## src/hdl/afb_pkg.sv

```systemverilog
// Constants, register map and types for the auto-forward status register bank.
// Operation
// - Hold the upper gap byte of the transmit message gap count; resets to zero.
// - Hold the lower gap byte separately; resets to nine, giving a nine-zero gap.
// - Padding enable bit 6 allows zeros between units; clear means no padding.
// - User forward enable bit 5 copies received user bits into the transmitter.
// - Status forward enable bit 4 copies received channel-status bits to transmitter, except one arriving in the same cycle as a forwarded user bit.
// - Low nibble gives maximum zeros between units; codes zero to eight.
// - Report read-only 15-bit rate ratio; bits 14..8 upper, bit 7 reserved.
// - Show 16-bit Pc burst word over two bytes on detection, else zero.
// - Show 16-bit Pd burst word over two bytes on detection, else zero.
// - With per-subframe burst data, Pd registers hold channel B Pc word.
// - Flag a non-audio stream whenever a burst preamble is detected.
package afb_pkg;
    localparam int ADDR_W = 7;
    localparam int DATA_W = 8;
    localparam logic [ADDR_W-1:0] OFS_GAP_HIGH = 7'h0F;
    localparam logic [ADDR_W-1:0] OFS_GAP_LOW = 7'h10;
    localparam logic [ADDR_W-1:0] OFS_FWD_CTRL = 7'h11;
    localparam logic [ADDR_W-1:0] OFS_RATIO_HIGH = 7'h12;
    localparam logic [ADDR_W-1:0] OFS_RATIO_LOW = 7'h13;
    localparam logic [ADDR_W-1:0] OFS_PC_HIGH = 7'h14;
    localparam logic [ADDR_W-1:0] OFS_PC_LOW = 7'h15;
    localparam logic [ADDR_W-1:0] OFS_PD_HIGH = 7'h16;
    localparam logic [ADDR_W-1:0] OFS_PD_LOW = 7'h17;
    localparam logic [DATA_W-1:0] RST_GAP_HIGH = 8'h00;
    localparam logic [DATA_W-1:0] RST_GAP_LOW = 8'h09;
    localparam logic [DATA_W-1:0] RST_FWD_CTRL = 8'h00;
    localparam logic [DATA_W-1:0] FWD_CTRL_MASK = 8'h7F;
    localparam int BIT_PAD_EN = 6;
    localparam int BIT_USER_FWD = 5;
    localparam int BIT_CS_FWD = 4;
    localparam int PAD_MAX_LSB = 0;
    localparam int PAD_MAX_W = 4;
    localparam logic [PAD_MAX_W-1:0] PAD_MAX_LIMIT = 4'h8;
    localparam logic [PAD_MAX_W-1:0] PAD_ZERO = 4'h0;
    localparam logic [PAD_MAX_W-1:0] PAD_ONE = 4'h1;
    localparam int RATIO_W = 15;
    localparam int BURST_W = 16;
    localparam logic [DATA_W-1:0] BYTE_ZERO = 8'h00;
    localparam logic [BURST_W-1:0] BURST_ZERO = 16'h0000;
    localparam logic [RATIO_W-1:0] RATIO_ZERO = 15'h0000;
    localparam int FIFO_DEPTH = 16;
    localparam int FIFO_WIDTH = 2;
    localparam int ITEM_KIND = 1;
    localparam int ITEM_BIT = 0;
    typedef enum logic [0:0] {AFB_PASS, AFB_PAD} afb_pad_state_t;
endpackage : afb_pkg

```

## src/hdl/afb_fifo_if.sv

```systemverilog
// Carrier between the forwarding logic and its bit FIFO.
`timescale 1ns/1ns
interface afb_fifo_if #(parameter int WIDTH = 2);
    logic pushValid;
    logic [WIDTH-1:0] pushData;
    logic pushReady;
    logic popValid;
    logic [WIDTH-1:0] popData;
    logic popReady;
    modport fifo_side (input pushValid, input pushData, output pushReady,
                       output popValid, output popData, input popReady);
    modport user_side (output pushValid, output pushData, input pushReady,
                       input popValid, input popData, output popReady);
endinterface : afb_fifo_if

```

## src/hdl/afb_fifo.sv

```systemverilog
// Synchronous FIFO holding forwarded user and channel-status bits.
`timescale 1ns/1ns
module afb_fifo #(
    parameter int WIDTH = 2,
    parameter int DEPTH = 16
) (
    input wire logic sys_clk,
    input wire logic rst_n,
    input wire logic ce,
    afb_fifo_if.fifo_side link
);
    localparam int PTR_W = (DEPTH > 1) ? $clog2(DEPTH) : 1;
    localparam int CNT_W = $clog2(DEPTH + 1);
    localparam logic [CNT_W-1:0] CNT_FULL = CNT_W'(DEPTH);
    localparam logic [PTR_W-1:0] PTR_LAST = PTR_W'(DEPTH - 1);

    logic [WIDTH-1:0] store [DEPTH];
    logic [PTR_W-1:0] wrPtr;
    logic [PTR_W-1:0] rdPtr;
    logic [CNT_W-1:0] count;

    wire logic isFull = (count == CNT_FULL);
    wire logic isEmpty = (count == '0);
    wire logic doPush = link.pushValid && !isFull;
    wire logic doPop = link.popReady && !isEmpty;
    wire logic [PTR_W-1:0] next_wrPtr = (wrPtr == PTR_LAST) ? '0 : wrPtr + 1'b1;
    wire logic [PTR_W-1:0] next_rdPtr = (rdPtr == PTR_LAST) ? '0 : rdPtr + 1'b1;

    assign link.pushReady = !isFull;
    assign link.popValid = !isEmpty;
    assign link.popData = store[rdPtr];

    always_ff @(posedge sys_clk) begin
        if (ce && doPush) begin
            store[wrPtr] <= link.pushData;
        end
    end

    always_ff @(posedge sys_clk) begin
        if (!rst_n) begin
            wrPtr <= '0;
            rdPtr <= '0;
            count <= '0;
        end else if (ce) begin
            if (doPush) begin
                wrPtr <= next_wrPtr;
            end
            if (doPop) begin
                rdPtr <= next_rdPtr;
            end
            if (doPush && !doPop) begin
                count <= count + 1'b1;
            end else if (doPop && !doPush) begin
                count <= count - 1'b1;
            end
        end
    end
endmodule : afb_fifo

```

## src/hdl/afb_regs.sv

```systemverilog
// Register bank and auto-forwarding path between receiver and transmitter bits.
`timescale 1ns/1ns
module afb_regs #(
    parameter int FIFO_DEPTH_P = afb_pkg::FIFO_DEPTH
) (
    input wire logic sys_clk,
    input wire logic rst_n,
    input wire logic ce,
    input wire logic regWrite,
    input wire logic regRead,
    input wire logic [afb_pkg::ADDR_W-1:0] regAddr,
    input wire logic [afb_pkg::DATA_W-1:0] regWdata,
    output logic [afb_pkg::DATA_W-1:0] regRdata,
    output logic regRvalid,
    output logic [afb_pkg::BURST_W-1:0] messageGap,
    output logic userFwdActive,
    output logic csFwdActive,
    input wire logic [afb_pkg::RATIO_W-1:0] rateRatioIn,
    input wire logic burstDetect,
    input wire logic burstLost,
    input wire logic subframeMode,
    input wire logic [afb_pkg::BURST_W-1:0] burstPcIn,
    input wire logic [afb_pkg::BURST_W-1:0] burstPdIn,
    input wire logic [afb_pkg::BURST_W-1:0] burstPcChanBIn,
    output logic nonAudioPreamble,
    input wire logic rxUserValid,
    input wire logic rxUserBit,
    input wire logic rxCsValid,
    input wire logic rxCsBit,
    input wire logic rxUnitEnd,
    output logic rxReady,
    output logic txValid,
    output logic txBit,
    output logic txIsStatus,
    input wire logic txReady
);
    import afb_pkg::*;

    ////////////////////////////////////////////////////////////////////////////
    // Register storage.

    logic [DATA_W-1:0] gapHigh;
    logic [DATA_W-1:0] gapLow;
    logic [DATA_W-1:0] fwdCtrl;
    logic [RATIO_W-1:0] rateRatio;
    logic [BURST_W-1:0] burstPc;
    logic [BURST_W-1:0] burstPd;

    wire logic wrGapHigh = regWrite && (regAddr == OFS_GAP_HIGH);
    wire logic wrGapLow = regWrite && (regAddr == OFS_GAP_LOW);
    wire logic wrFwdCtrl = regWrite && (regAddr == OFS_FWD_CTRL);

    wire logic padEnable = fwdCtrl[BIT_PAD_EN];
    wire logic userFwdEnable = fwdCtrl[BIT_USER_FWD];
    wire logic csFwdEnable = fwdCtrl[BIT_CS_FWD];
    wire logic [PAD_MAX_W-1:0] padMaxField = fwdCtrl[PAD_MAX_LSB +: PAD_MAX_W];
    // Codes above eight are clamped so a bad write cannot stretch the gap.
    wire logic [PAD_MAX_W-1:0] padMax = (padMaxField > PAD_MAX_LIMIT) ? PAD_MAX_LIMIT : padMaxField;

    always_ff @(posedge sys_clk) begin
        if (!rst_n) begin
            gapHigh <= RST_GAP_HIGH;
            gapLow <= RST_GAP_LOW;
            fwdCtrl <= RST_FWD_CTRL;
        end else if (ce) begin
            if (wrGapHigh) begin
                gapHigh <= regWdata;
            end
            if (wrGapLow) begin
                gapLow <= regWdata;
            end
            if (wrFwdCtrl) begin
                fwdCtrl <= regWdata & FWD_CTRL_MASK;
            end
        end
    end

    ////////////////////////////////////////////////////////////////////////////
    // Status capture: ratio and burst preamble words.

    // Detection wins over loss in the same cycle so a fresh burst is never missed.
    wire logic next_nonAudio = burstDetect ? 1'b1 : (burstLost ? 1'b0 : nonAudioPreamble);
    wire logic [BURST_W-1:0] pdSource = subframeMode ? burstPcChanBIn : burstPdIn;
    wire logic [BURST_W-1:0] next_burstPc = burstDetect ? burstPcIn : (burstLost ? BURST_ZERO : burstPc);
    wire logic [BURST_W-1:0] next_burstPd = burstDetect ? pdSource : (burstLost ? BURST_ZERO : burstPd);

    // The status words have no write path at all, so bus writes cannot touch them.
    always_ff @(posedge sys_clk) begin
        if (!rst_n) begin
            rateRatio <= RATIO_ZERO;
            burstPc <= BURST_ZERO;
            burstPd <= BURST_ZERO;
            nonAudioPreamble <= 1'b0;
        end else if (ce) begin
            rateRatio <= rateRatioIn;
            burstPc <= next_burstPc;
            burstPd <= next_burstPd;
            nonAudioPreamble <= next_nonAudio;
        end
    end

    ////////////////////////////////////////////////////////////////////////////
    // Read decode.

    logic [DATA_W-1:0] readMux;

    always_comb begin
        readMux = BYTE_ZERO;
        case (regAddr)
            OFS_GAP_HIGH: readMux = gapHigh;
            OFS_GAP_LOW: readMux = gapLow;
            OFS_FWD_CTRL: readMux = fwdCtrl;
            OFS_RATIO_HIGH: readMux = {1'b0, rateRatio[RATIO_W-1:DATA_W]};
            OFS_RATIO_LOW: readMux = rateRatio[DATA_W-1:0];
            OFS_PC_HIGH: readMux = burstPc[BURST_W-1:DATA_W];
            OFS_PC_LOW: readMux = burstPc[DATA_W-1:0];
            OFS_PD_HIGH: readMux = burstPd[BURST_W-1:DATA_W];
            OFS_PD_LOW: readMux = burstPd[DATA_W-1:0];
            default: readMux = BYTE_ZERO;
        endcase
    end

    always_ff @(posedge sys_clk) begin
        if (!rst_n) begin
            regRdata <= BYTE_ZERO;
            regRvalid <= 1'b0;
            messageGap <= {RST_GAP_HIGH, RST_GAP_LOW};
            userFwdActive <= 1'b0;
            csFwdActive <= 1'b0;
        end else if (ce) begin
            regRvalid <= regRead;
            if (regRead) begin
                regRdata <= readMux;
            end
            messageGap <= {gapHigh, gapLow};
            userFwdActive <= userFwdEnable;
            csFwdActive <= csFwdEnable;
        end
    end

    ////////////////////////////////////////////////////////////////////////////
    // Forwarding path with padding between information units.

    afb_fifo_if #(.WIDTH(FIFO_WIDTH)) fifoLink ();

    afb_fifo #(
        .WIDTH(FIFO_WIDTH),
        .DEPTH(FIFO_DEPTH_P)
    ) u_fifo (
        .sys_clk(sys_clk),
        .rst_n(rst_n),
        .ce(ce),
        .link(fifoLink.fifo_side)
    );

    afb_pad_state_t padState;
    afb_pad_state_t next_padState;
    logic [PAD_MAX_W-1:0] padLeft;
    logic [PAD_MAX_W-1:0] next_padLeft;

    wire logic inPad = (padState == AFB_PAD);
    wire logic userTake = rxUserValid && userFwdEnable && !inPad;
    wire logic csTake = rxCsValid && csFwdEnable && !inPad && !userTake;
    // Padding only starts at a unit end with forwarding of user bits on.
    wire logic padStart = rxUnitEnd && userFwdEnable && padEnable && (padMax != PAD_ZERO) && !inPad;

    assign fifoLink.pushValid = inPad || userTake || csTake;
    assign fifoLink.pushData = inPad ? {1'b0, 1'b0} : (userTake ? {1'b0, rxUserBit} : {1'b1, rxCsBit});
    wire logic padPushed = inPad && fifoLink.pushReady;

    always_comb begin
        next_padState = padState;
        next_padLeft = padLeft;
        case (padState)
            AFB_PASS: begin
                if (padStart) begin
                    next_padState = AFB_PAD;
                    next_padLeft = padMax;
                end
            end
            AFB_PAD: begin
                if (!padEnable) begin
                    next_padState = AFB_PASS;
                    next_padLeft = PAD_ZERO;
                end else if (padPushed) begin
                    next_padLeft = padLeft - PAD_ONE;
                    if (padLeft == PAD_ONE) begin
                        next_padState = AFB_PASS;
                    end
                end
            end
            default: begin
                next_padState = AFB_PASS;
                next_padLeft = PAD_ZERO;
            end
        endcase
    end

    always_ff @(posedge sys_clk) begin
        if (!rst_n) begin
            padState <= AFB_PASS;
            padLeft <= PAD_ZERO;
            rxReady <= 1'b0;
        end else if (ce) begin
            padState <= next_padState;
            padLeft <= next_padLeft;
            // Registered ready lags the FIFO by one cycle; a bit offered into a full FIFO is dropped.
            rxReady <= fifoLink.pushReady && (next_padState == AFB_PASS);
        end
    end

    ////////////////////////////////////////////////////////////////////////////
    // Output register toward the transmitter.

    wire logic outFree = !txValid || txReady;
    assign fifoLink.popReady = outFree;

    always_ff @(posedge sys_clk) begin
        if (!rst_n) begin
            txValid <= 1'b0;
            txBit <= 1'b0;
            txIsStatus <= 1'b0;
        end else if (ce && outFree) begin
            txValid <= fifoLink.popValid;
            txBit <= fifoLink.popData[ITEM_BIT];
            txIsStatus <= fifoLink.popData[ITEM_KIND];
        end
    end
endmodule : afb_regs

```

## config.mk

```make
export PLATFORM = sky130hd
export DESIGN_NAME = afb_regs
export DESIGN_NICKNAME = d
export VERILOG_FILES = /design/src/hdl/afb_pkg.sv /design/src/hdl/afb_fifo_if.sv /design/src/hdl/afb_fifo.sv /design/src/hdl/afb_regs.sv
export SDC_FILE = /design/constraint.sdc
export NUM_CORES = 1
export LEC_CHECK = 0
export BUFFER_PORTS_ARGS = -buffer_cell sky130_fd_sc_hd__buf_2
export CAP_MARGIN = 40
export CORE_MARGIN = 2
export CORE_UTILIZATION = 45
export DETAILED_ROUTE_END_ITERATION = 8
export PLACE_DENSITY = 0.77
export SLEW_MARGIN = 5
export SYNTH_ARGS = -nofsm -noshare
export SYNTH_HDL_FRONTEND = slang
export SYNTH_SLANG_ARGS = --single-unit
```

## constraint.sdc

```tcl
create_clock -name sys_clk -period 5.65 [get_ports sys_clk]
set_input_delay 0.565 -clock sys_clk [delete_from_list [all_inputs] [get_ports sys_clk]]
set_output_delay 0.565 -clock sys_clk [all_outputs]
set_load 0.01 [all_outputs]
```

==> flow_summary_export.csv, run 1 <==
group,metric,value,unit
status,outcome,"finished, final reports clean",
critical_path,end_kind,"register",
placed_design,io_buffers,123,
layout,drive_gt1_frac,0.2458,
die,ios,124,
grt,grt_overflow,0,
logic_synthesis,ys_warn_count,0,
sta,fmax,359.4,MHz
clocking,cts_setup_buffers,0,
sta,slew_violations,0,
die,row_count,46,
clocking,cts_tree,"built",
sta,worst_pin_slew,0.8867,ns
sta,finalSetupTns,0,ns
sta,slew_headroom,0.4006,
routing,drt-initial-drc-count,481,
critical_path,reg2reg_slack,2.87,ns
logic_synthesis,syn_area,0.007194,mm²
logic_synthesis,synthesis.nets,818,
layout,nNetsFinal,917,
layout,synthToLayoutAreaGrowth,17.84,%
sta,min_period,2.783,ns
logic_synthesis,seq_area_frac_synth,0.4675,
placed_design,dp_hpwl,11980,µm
sta,rsz0062_at_grt,"no",
routing,via_count,5600,
grt,grt_pass1_vias,5311,
grt,grt_max_degree,82,
clocking,htreeDepth,4,
grt,grt_pass1_wl,26960,µm
clocking,cts_buffers,17,
power_and_ir_drop,p_leak,3.237,nW
grt,grt_usage,0.2042,
clocking,root_buffer,"clkbuf_16",
power_and_ir_drop,peakVddDrop,0.2170,mV
logic_synthesis,synth_cells,714,
routing,wirelength,16870,µm
routing,antenna_left,0,
job,max_cap_violations,0,
die,start_util,0.4562,
logic_synthesis,synth_ff_type,"dfxtp_1",
logic_synthesis,synth-edff-count,32,
sta,finalClockSkew,0.005380,ns
critical_path,critPathLaunchType,"register",
placed_design,dp_cells,1010,
critical_path,path_class,"register to register",
die,dieArea,0.01701,mm²
critical_path,arrival,3.13,ns
logic_synthesis,synth_seq_cells,152,
clocking,clk_pin_slew,0.06,ns
layout,diodes,0,
sta,setup_violations,0,
grt,antenna_found_initial,0,
clocking,clockBufferDepth,2,
clocking,insertion_delay,0.42,ns
routing,vias_per_cell,5.374,
logic_synthesis,synth_area_leader_cell,"dfxtp_1",
logic_synthesis,async_flop_share,0,
placed_design,finalWeightedCongestion,0.8318,
clocking,post_cts_resized,0,
logic_synthesis,yosysUniqueCellTypes,61,
sta,final_hold_viol_count,0,
die,die_x,130.4,µm
critical_path,cp_max_fo,6,
power_and_ir_drop,power_density,316.4,mW/mm²
sta,fin_crit_sh,0.4925,
logic_synthesis,synth_area_per_cell,10.08,µm²
logic_synthesis,synth.area.top_cells,"dfxtp_1, edfxtp_1, mux2i_1",
critical_path,cp_data_required_time,6.00,ns
hold_path,hp-class,"input port to register",
clocking,clock_sinks,152,
logic_synthesis,yosysTopAreaCellShare,0.3339,
clocking,cts_hold_buffers,0,
routing,wl_per_cell,16.19,µm
routing,dr.pass1.iters,6,
die,die_y,130.4,µm
die,core_area,0.01577,mm²
routing,drc,0,
layout,layout.cells.non_filler,1042,
[per-stage QoR]
stage / hold slack (ns) / area [µm²] / total power, mW / setup WS, ns / util
6_report: 0.4068 / 8478 / 2.682 / 2.867 / 0.5376
5_1_grt: 0.3999 / 8478 / 2.805 / 2.612 / 0.5376
4_1_cts: 0.3960 / 8478 / 2.696 / 2.867 / 0.5376
2_1_floorplan: 0.4375 / 7194 / 1.554 / 2.843 / -
3_3_place_gp: 0.4495 / 7918 / 1.660 / 2.682 / 0.5021
3_5_place_dp: 0.4558 / 7940 / 1.668 / 2.855 / 0.5035
[worst paths after layout]
kind                                       from              end  cells after the start
worst max register to register  u_fifo.count[1]  u_fifo.count[4]                     10
worst max-delay path            u_fifo.count[1]  u_fifo.count[4]                     10
worst min-delay path             rateRatioIn[4]     rateRatio[4]                      3
worst min register to register       burstPd[6]       burstPd[6]                      2
[registers in the layout, summed over array words and instances (netlist names)]
register and count:
inPad 1, fwdCtrl 7, txBit 1, u_fifo.count 5, nonAudioPreamble 1, burstPd 16
gapLow 8, csFwdActive 1, messageGap 16, txValid 1, rxReady 1, txIsStatus 1
rateRatio 15, u_fifo.rdPtr 4, regRvalid 1, u_fifo.store 32, burstPc 16, u_fifo.wrPtr 4
userFwdActive 1, regRdata 8, gapHigh 8, padLeft 4
[Yosys cell counts, types with 5 or more instances]
| cell | instances |
|---|---|
| mux2i_1 | 73 |
| a22oi_1 | 10 |
| mux4_2 | 6 |
| a21oi_1 | 18 |
| edfxtp_1 | 32 |
| nor2b_1 | 65 |
| nand3_1 | 39 |
| xnor2_1 | 5 |
| nor2_1 | 30 |
| clkbuf_1 | 35 |
| o21ai_0 | 14 |
| ha_1 | 11 |
| nor3_1 | 9 |
| and2_1 | 5 |
| a21boi_0 | 34 |
| buf_1 | 11 |
| nand2b_1 | 5 |
| a31o_2 | 5 |
| nand2_1 | 78 |
| a22o_1 | 6 |
| dfxtp_1 | 120 |
| inv_1 | 11 |
| mux2_2 | 28 |
[per-layer routing]
metal	track usage	part of all wire
met1	0.2845	0.46
met2	0.3172	0.46
met3	0.05212	0.069
met4	0.05757	0.014
met5	0	0
[area by class of cell]
class	instances	area, µm²
Fill cell	1433	7292
Multi-Input combinational cell	500	3587
Sequential cell	152	3363
Timing Repair Buffer	131	678.2
Clock buffer	19	432.9
Tap cell	216	270.3
Clock inverter	13	105.1
Inverter	11	41.29
[worst max-delay path, cell delays in order, from the launching register on]
cell	delay, ns
dfxtp_1	0.35
nor4_2	0.60
nand2_1	0.18
nand2_1	0.10
ha_1	0.21
inv_1	0.12
ha_1	0.35
nor2b_1	0.14
o21a_1	0.18
o31ai_1	0.29
mux2i_1	0.20
[logic make-up after synthesis]
family / after synthesis / share of synthesized area
compound gates: 126 / 0.1271
xor+xnor: 5 / 0.006087
fa+ha+maj: 12 / 0.02191
buf+inv: 62 / 0.03444
flops: 152 / 0.4675
mux: 107 / 0.1642
simple gates: 250 / 0.1788
[where the power goes]
group	switching [mW]	internal (mW)	total (mW)	leakage, nW
clock	0.434	0.599	1.03	0.250
sequential	0.0592	1.16	1.22	1.26
combinational	0.224	0.210	0.434	1.73
total	0.717	1.97	2.68	3.24
[placed cells by master (no fill, tap or decap), types with 3 or more instances in the layout]
master	count
nor2_1	30
nor3_1	9
buf_4	9
clkinv_1	4
and2_1	5
inv_1	11
a31o_2	5
clkbuf_16	17
a211oi_1	3
a22oi_1	10
mux2_2	28
o211ai_1	3
nand3_1	39
dfxtp_1	120
and3_1	4
o211a_1	3
a31oi_1	4
nand2b_1	5
nand2_1	78
buf_2	122
a22o_1	6
nor2b_1	65
mux2i_1	73
mux4_2	6
xnor2_1	5
a222oi_1	3
clkinv_4	3
ha_1	11
o21ai_0	14
a21boi_0	34
edfxtp_1	32
a21oi_1	18
(Power assumes the default switching activity.)
==> inputs of run 2 (changes only) <==
==> constraint.sdc (replaced) <==
create_clock -name sys_clk -period 2.6 [get_ports sys_clk]
set_input_delay 0.26 -clock sys_clk [delete_from_list [all_inputs] [get_ports sys_clk]]
set_output_delay 0.26 -clock sys_clk [all_outputs]
set_load 0.01 [all_outputs]
==> run 2 against run 1 <==
  * Clock power rose to 2.5 times the previous value
  * First-iteration DRC count is 34% lower
  * Clock-buffer cell count fell by 1
  * Global-route usage shrank 0.28 points
  * Register-to-register slack got worse by 2.7 ns
  * Critical path type unchanged
  * Largest power group unchanged
  * Highest routed layer unchanged
==> flow_summary_export.csv, run 2 (same netlist as run 1, synthesis figures left out) <==
group,metric,value,unit
grt,grt_usage,0.2013,
layout,multi_input_area,0.003616,mm²
critical_path,worstPathCellList,"nor4_4, nand2_1, nand2_1, ha_2, inv_1, ha_4, nor2b_1, o21a_1, o211ai_1, o31ai_2, mux2i_1",
power_and_ir_drop,internal_power,4.605,mW
sta,finalSetupTns,0,ns
placed_design,dp_hpwl,12010,µm
sta,worst_pin_slew,0.8137,ns
grt,grt_overflow,0,
grt,grt_max_degree,90,
sta,final_hold_viol_count,0,
critical_path,cp_max_fo,4,
sta,slew_headroom,0.4575,
power_and_ir_drop,peakVddDrop,0.4884,mV
die,die_x,130.4,µm
grt,antenna_found_initial,0,
die,row_count,46,
sta,fin_crit_sh,0.9386,
power_and_ir_drop,combinationalPowerShare,0.168,
hold_path,min_path_cells,3,
power_and_ir_drop,power.switching,1.683,mW
critical_path,arrival,2.74,ns
die,dieArea,0.01701,mm²
critical_path,cp_data_required_time,2.90,ns
clocking,cts_setup_buffers,0,
routing,wl_met1,7926,µm
layout,seqCellArea,0.003363,mm²
sta,setup_violations,0,
power_and_ir_drop,p_sw_frac,0.2676,
layout,drive_gt1_frac,0.2638,
placed_design,io_buffers,123,
power_and_ir_drop,p_total,6.288,mW
critical_path,reg2reg_slack,0.16,ns
clocking,cts_buffers,17,
critical_path,crit_slowest_cell,"nor4_4",
routing,vias_per_cell,5.387,
sta,min_period,2.440,ns
sta,slew_violations,0,
critical_path,r2r.worst_path.cells,11,
power_and_ir_drop,power_density,724.7,mW/mm²
routing,dr_wl_met2,7745,µm
power_and_ir_drop,power_frac_clock,0.410,
critical_path,cpMostUsedCell,"nand2_1",
routing,wl_per_cell,16.13,µm
layout,regMostFlops,"u_fifo.store",
grt,grt_pass1_wl,26340,µm
layout,final_cell_mix,"buf_2, dfxtp_1, nand2_1, mux2i_1, nor2b_1",
sta,fmax,409.8,MHz
clocking,clock_sinks,152,
critical_path,crit_path_max_incr_delay,0.40,ns
power_and_ir_drop,p_leak,3.348,nW
clocking,root_buffer,"clkbuf_16",
layout,fillers,1388,
hold_path,min_delay_worst_endpoint,"rateRatio[4]",
die,start_util,0.4562,
placed_design,dp_slack,0.02320,ns
routing,via_count,5656,
critical_path,path_class,"register to register",
critical_path,critPathLaunchType,"register",
die,die_y,130.4,µm
layout,diodes,0,
sta,finalClockSkew,0.009751,ns
routing,drt-initial-drc-count,316,
layout,largest_reg_flops,32,
sta,rsz0062_at_grt,"no",
critical_path,worstReg2RegStart,"u_fifo.count[0]",
power_and_ir_drop,seqPwrFrac,0.422,
critical_path,worstReg2RegEnd,"u_fifo.count[4]",
layout,synthToLayoutAreaGrowth,20.61,%
grt,grt_pass1_vias,5035,
die,core_area,0.01577,mm²
routing,antenna_left,0,
clocking,cts_hold_buffers,0,
critical_path,end_kind,"register",
sta,setup_slack,0.1597,ns
clocking,clk_pin_slew,0.06,ns
clocking,cts_tree,"built",
clocking,clockBufferDepth,2,
hold_path,hp-class,"input port to register",
status,outcome,"finished, final reports clean",
routing,route.met3.wl,1070,µm
clocking,insertion_delay,0.42,ns
layout,nNetsFinal,925,
routing,topRoutingLayerUsed,"met4",
hold_path,hp-start,"rateRatioIn[4]",
clocking,htreeDepth,4,
die,ios,124,
job,max_cap_violations,0,
routing,wirelength,16940,µm
layout,mostFrequentLayoutCell,"buf_2",
routing,dr.pass1.iters,5,
placed_design,finalWeightedCongestion,0.8753,
routing,drc,0,
-- run 2: changes by cell type in the layout (fill, tap and decap cells not counted), moves of 2 or more --
| cell | previous run | this run |
|---|---|---|
| buf_12 | 0 | 2 |
| buf_4 | 9 | 15 |
| bufinv_16 | 1 | 3 |
| clkbuf_1 | 2 | 0 |
| clkinv_1 | 4 | 0 |
| clkinvlp_2 | 2 | 0 |
| ha_1 | 11 | 9 |
| inv_6 | 1 | 4 |
| inv_8 | 0 | 2 |
-- run 2: repair_timing --
action	CTS	global route
setup endpoints to repair	1	1
resized for setup	1	3
pin swaps	0	2
-- run 2: area by class of cell --
type | count | area share
inverters | 11 | 0.004758
clock inverters | 14 | 0.02120
clock buffers | 18 | 0.05061
flip-flops and latches | 152 | 0.3876
multi-input cells | 500 | 0.4167
repair buffers | 139 | 0.08796
well taps | 216 | 0.03115
-- run 2: per-stage QoR --
| stage | cell area (µm²) | cells | util | hold slack (ns) |
|---|---|---|---|---|
| after floorplan | 7194 | 714 | - | 0.3885 |
| after global placement | 8025 | 1018 | 0.5089 | 0.4447 |
| after detailed placement | 8025 | 1018 | 0.5089 | 0.4542 |
| after CTS | 8657 | 1050 | 0.5490 | 0.08268 |
| after global routing | 8677 | 1050 | 0.5502 | 0.09325 |
| final | 8677 | 1050 | 0.5502 | 0.09421 |
-- run 2: worst max path at each step --
stage / from / slack (ns) / to
after detailed placement: u_fifo.count[0] / 0.02 / u_fifo.count[4]
after global placement: u_fifo.count[0] / 0.16 / u_fifo.count[4]
after CTS: u_fifo.count[1] / 0.07 / u_fifo.count[4]
after floorplan: inPad / 0.02 / u_fifo.count[4]
final: u_fifo.count[0] / 0.16 / u_fifo.count[4]
after global routing: u_fifo.count[3] / 0.02 / u_fifo.count[4]
-- run 2: per-layer routing --
metal | vias up | track usage
li1 | 2775 | -
met1 | 2658 | 0.2920
met2 | 207 | 0.3024
met3 | 16 | 0.04438
met4 | 0 | 0.06070
met5 | - | 0
-- run 2: power by group through the flow --
stage,registers (mW),logic (mW),clock network [mW]
global route,2.67,1.16,2.73
detailed placement,2.69,1.00,0
global placement,2.68,0.980,0
finish,2.65,1.06,2.58
CTS,2.65,1.02,2.63
floorplan,2.63,0.742,0
-- run 2: critical path, delay by kind of cell, from the launching register on --
kind / cells / cell delay (ns)
buffers and inverters: 1 / 0.11
muxes: 1 / 0.13
AOI/OAI and AO/OA: 3 / 0.47
DFF: 1 / 0.34
adders and majority gates: 2 / 0.48
and+or+nand+nor: 4 / 0.78
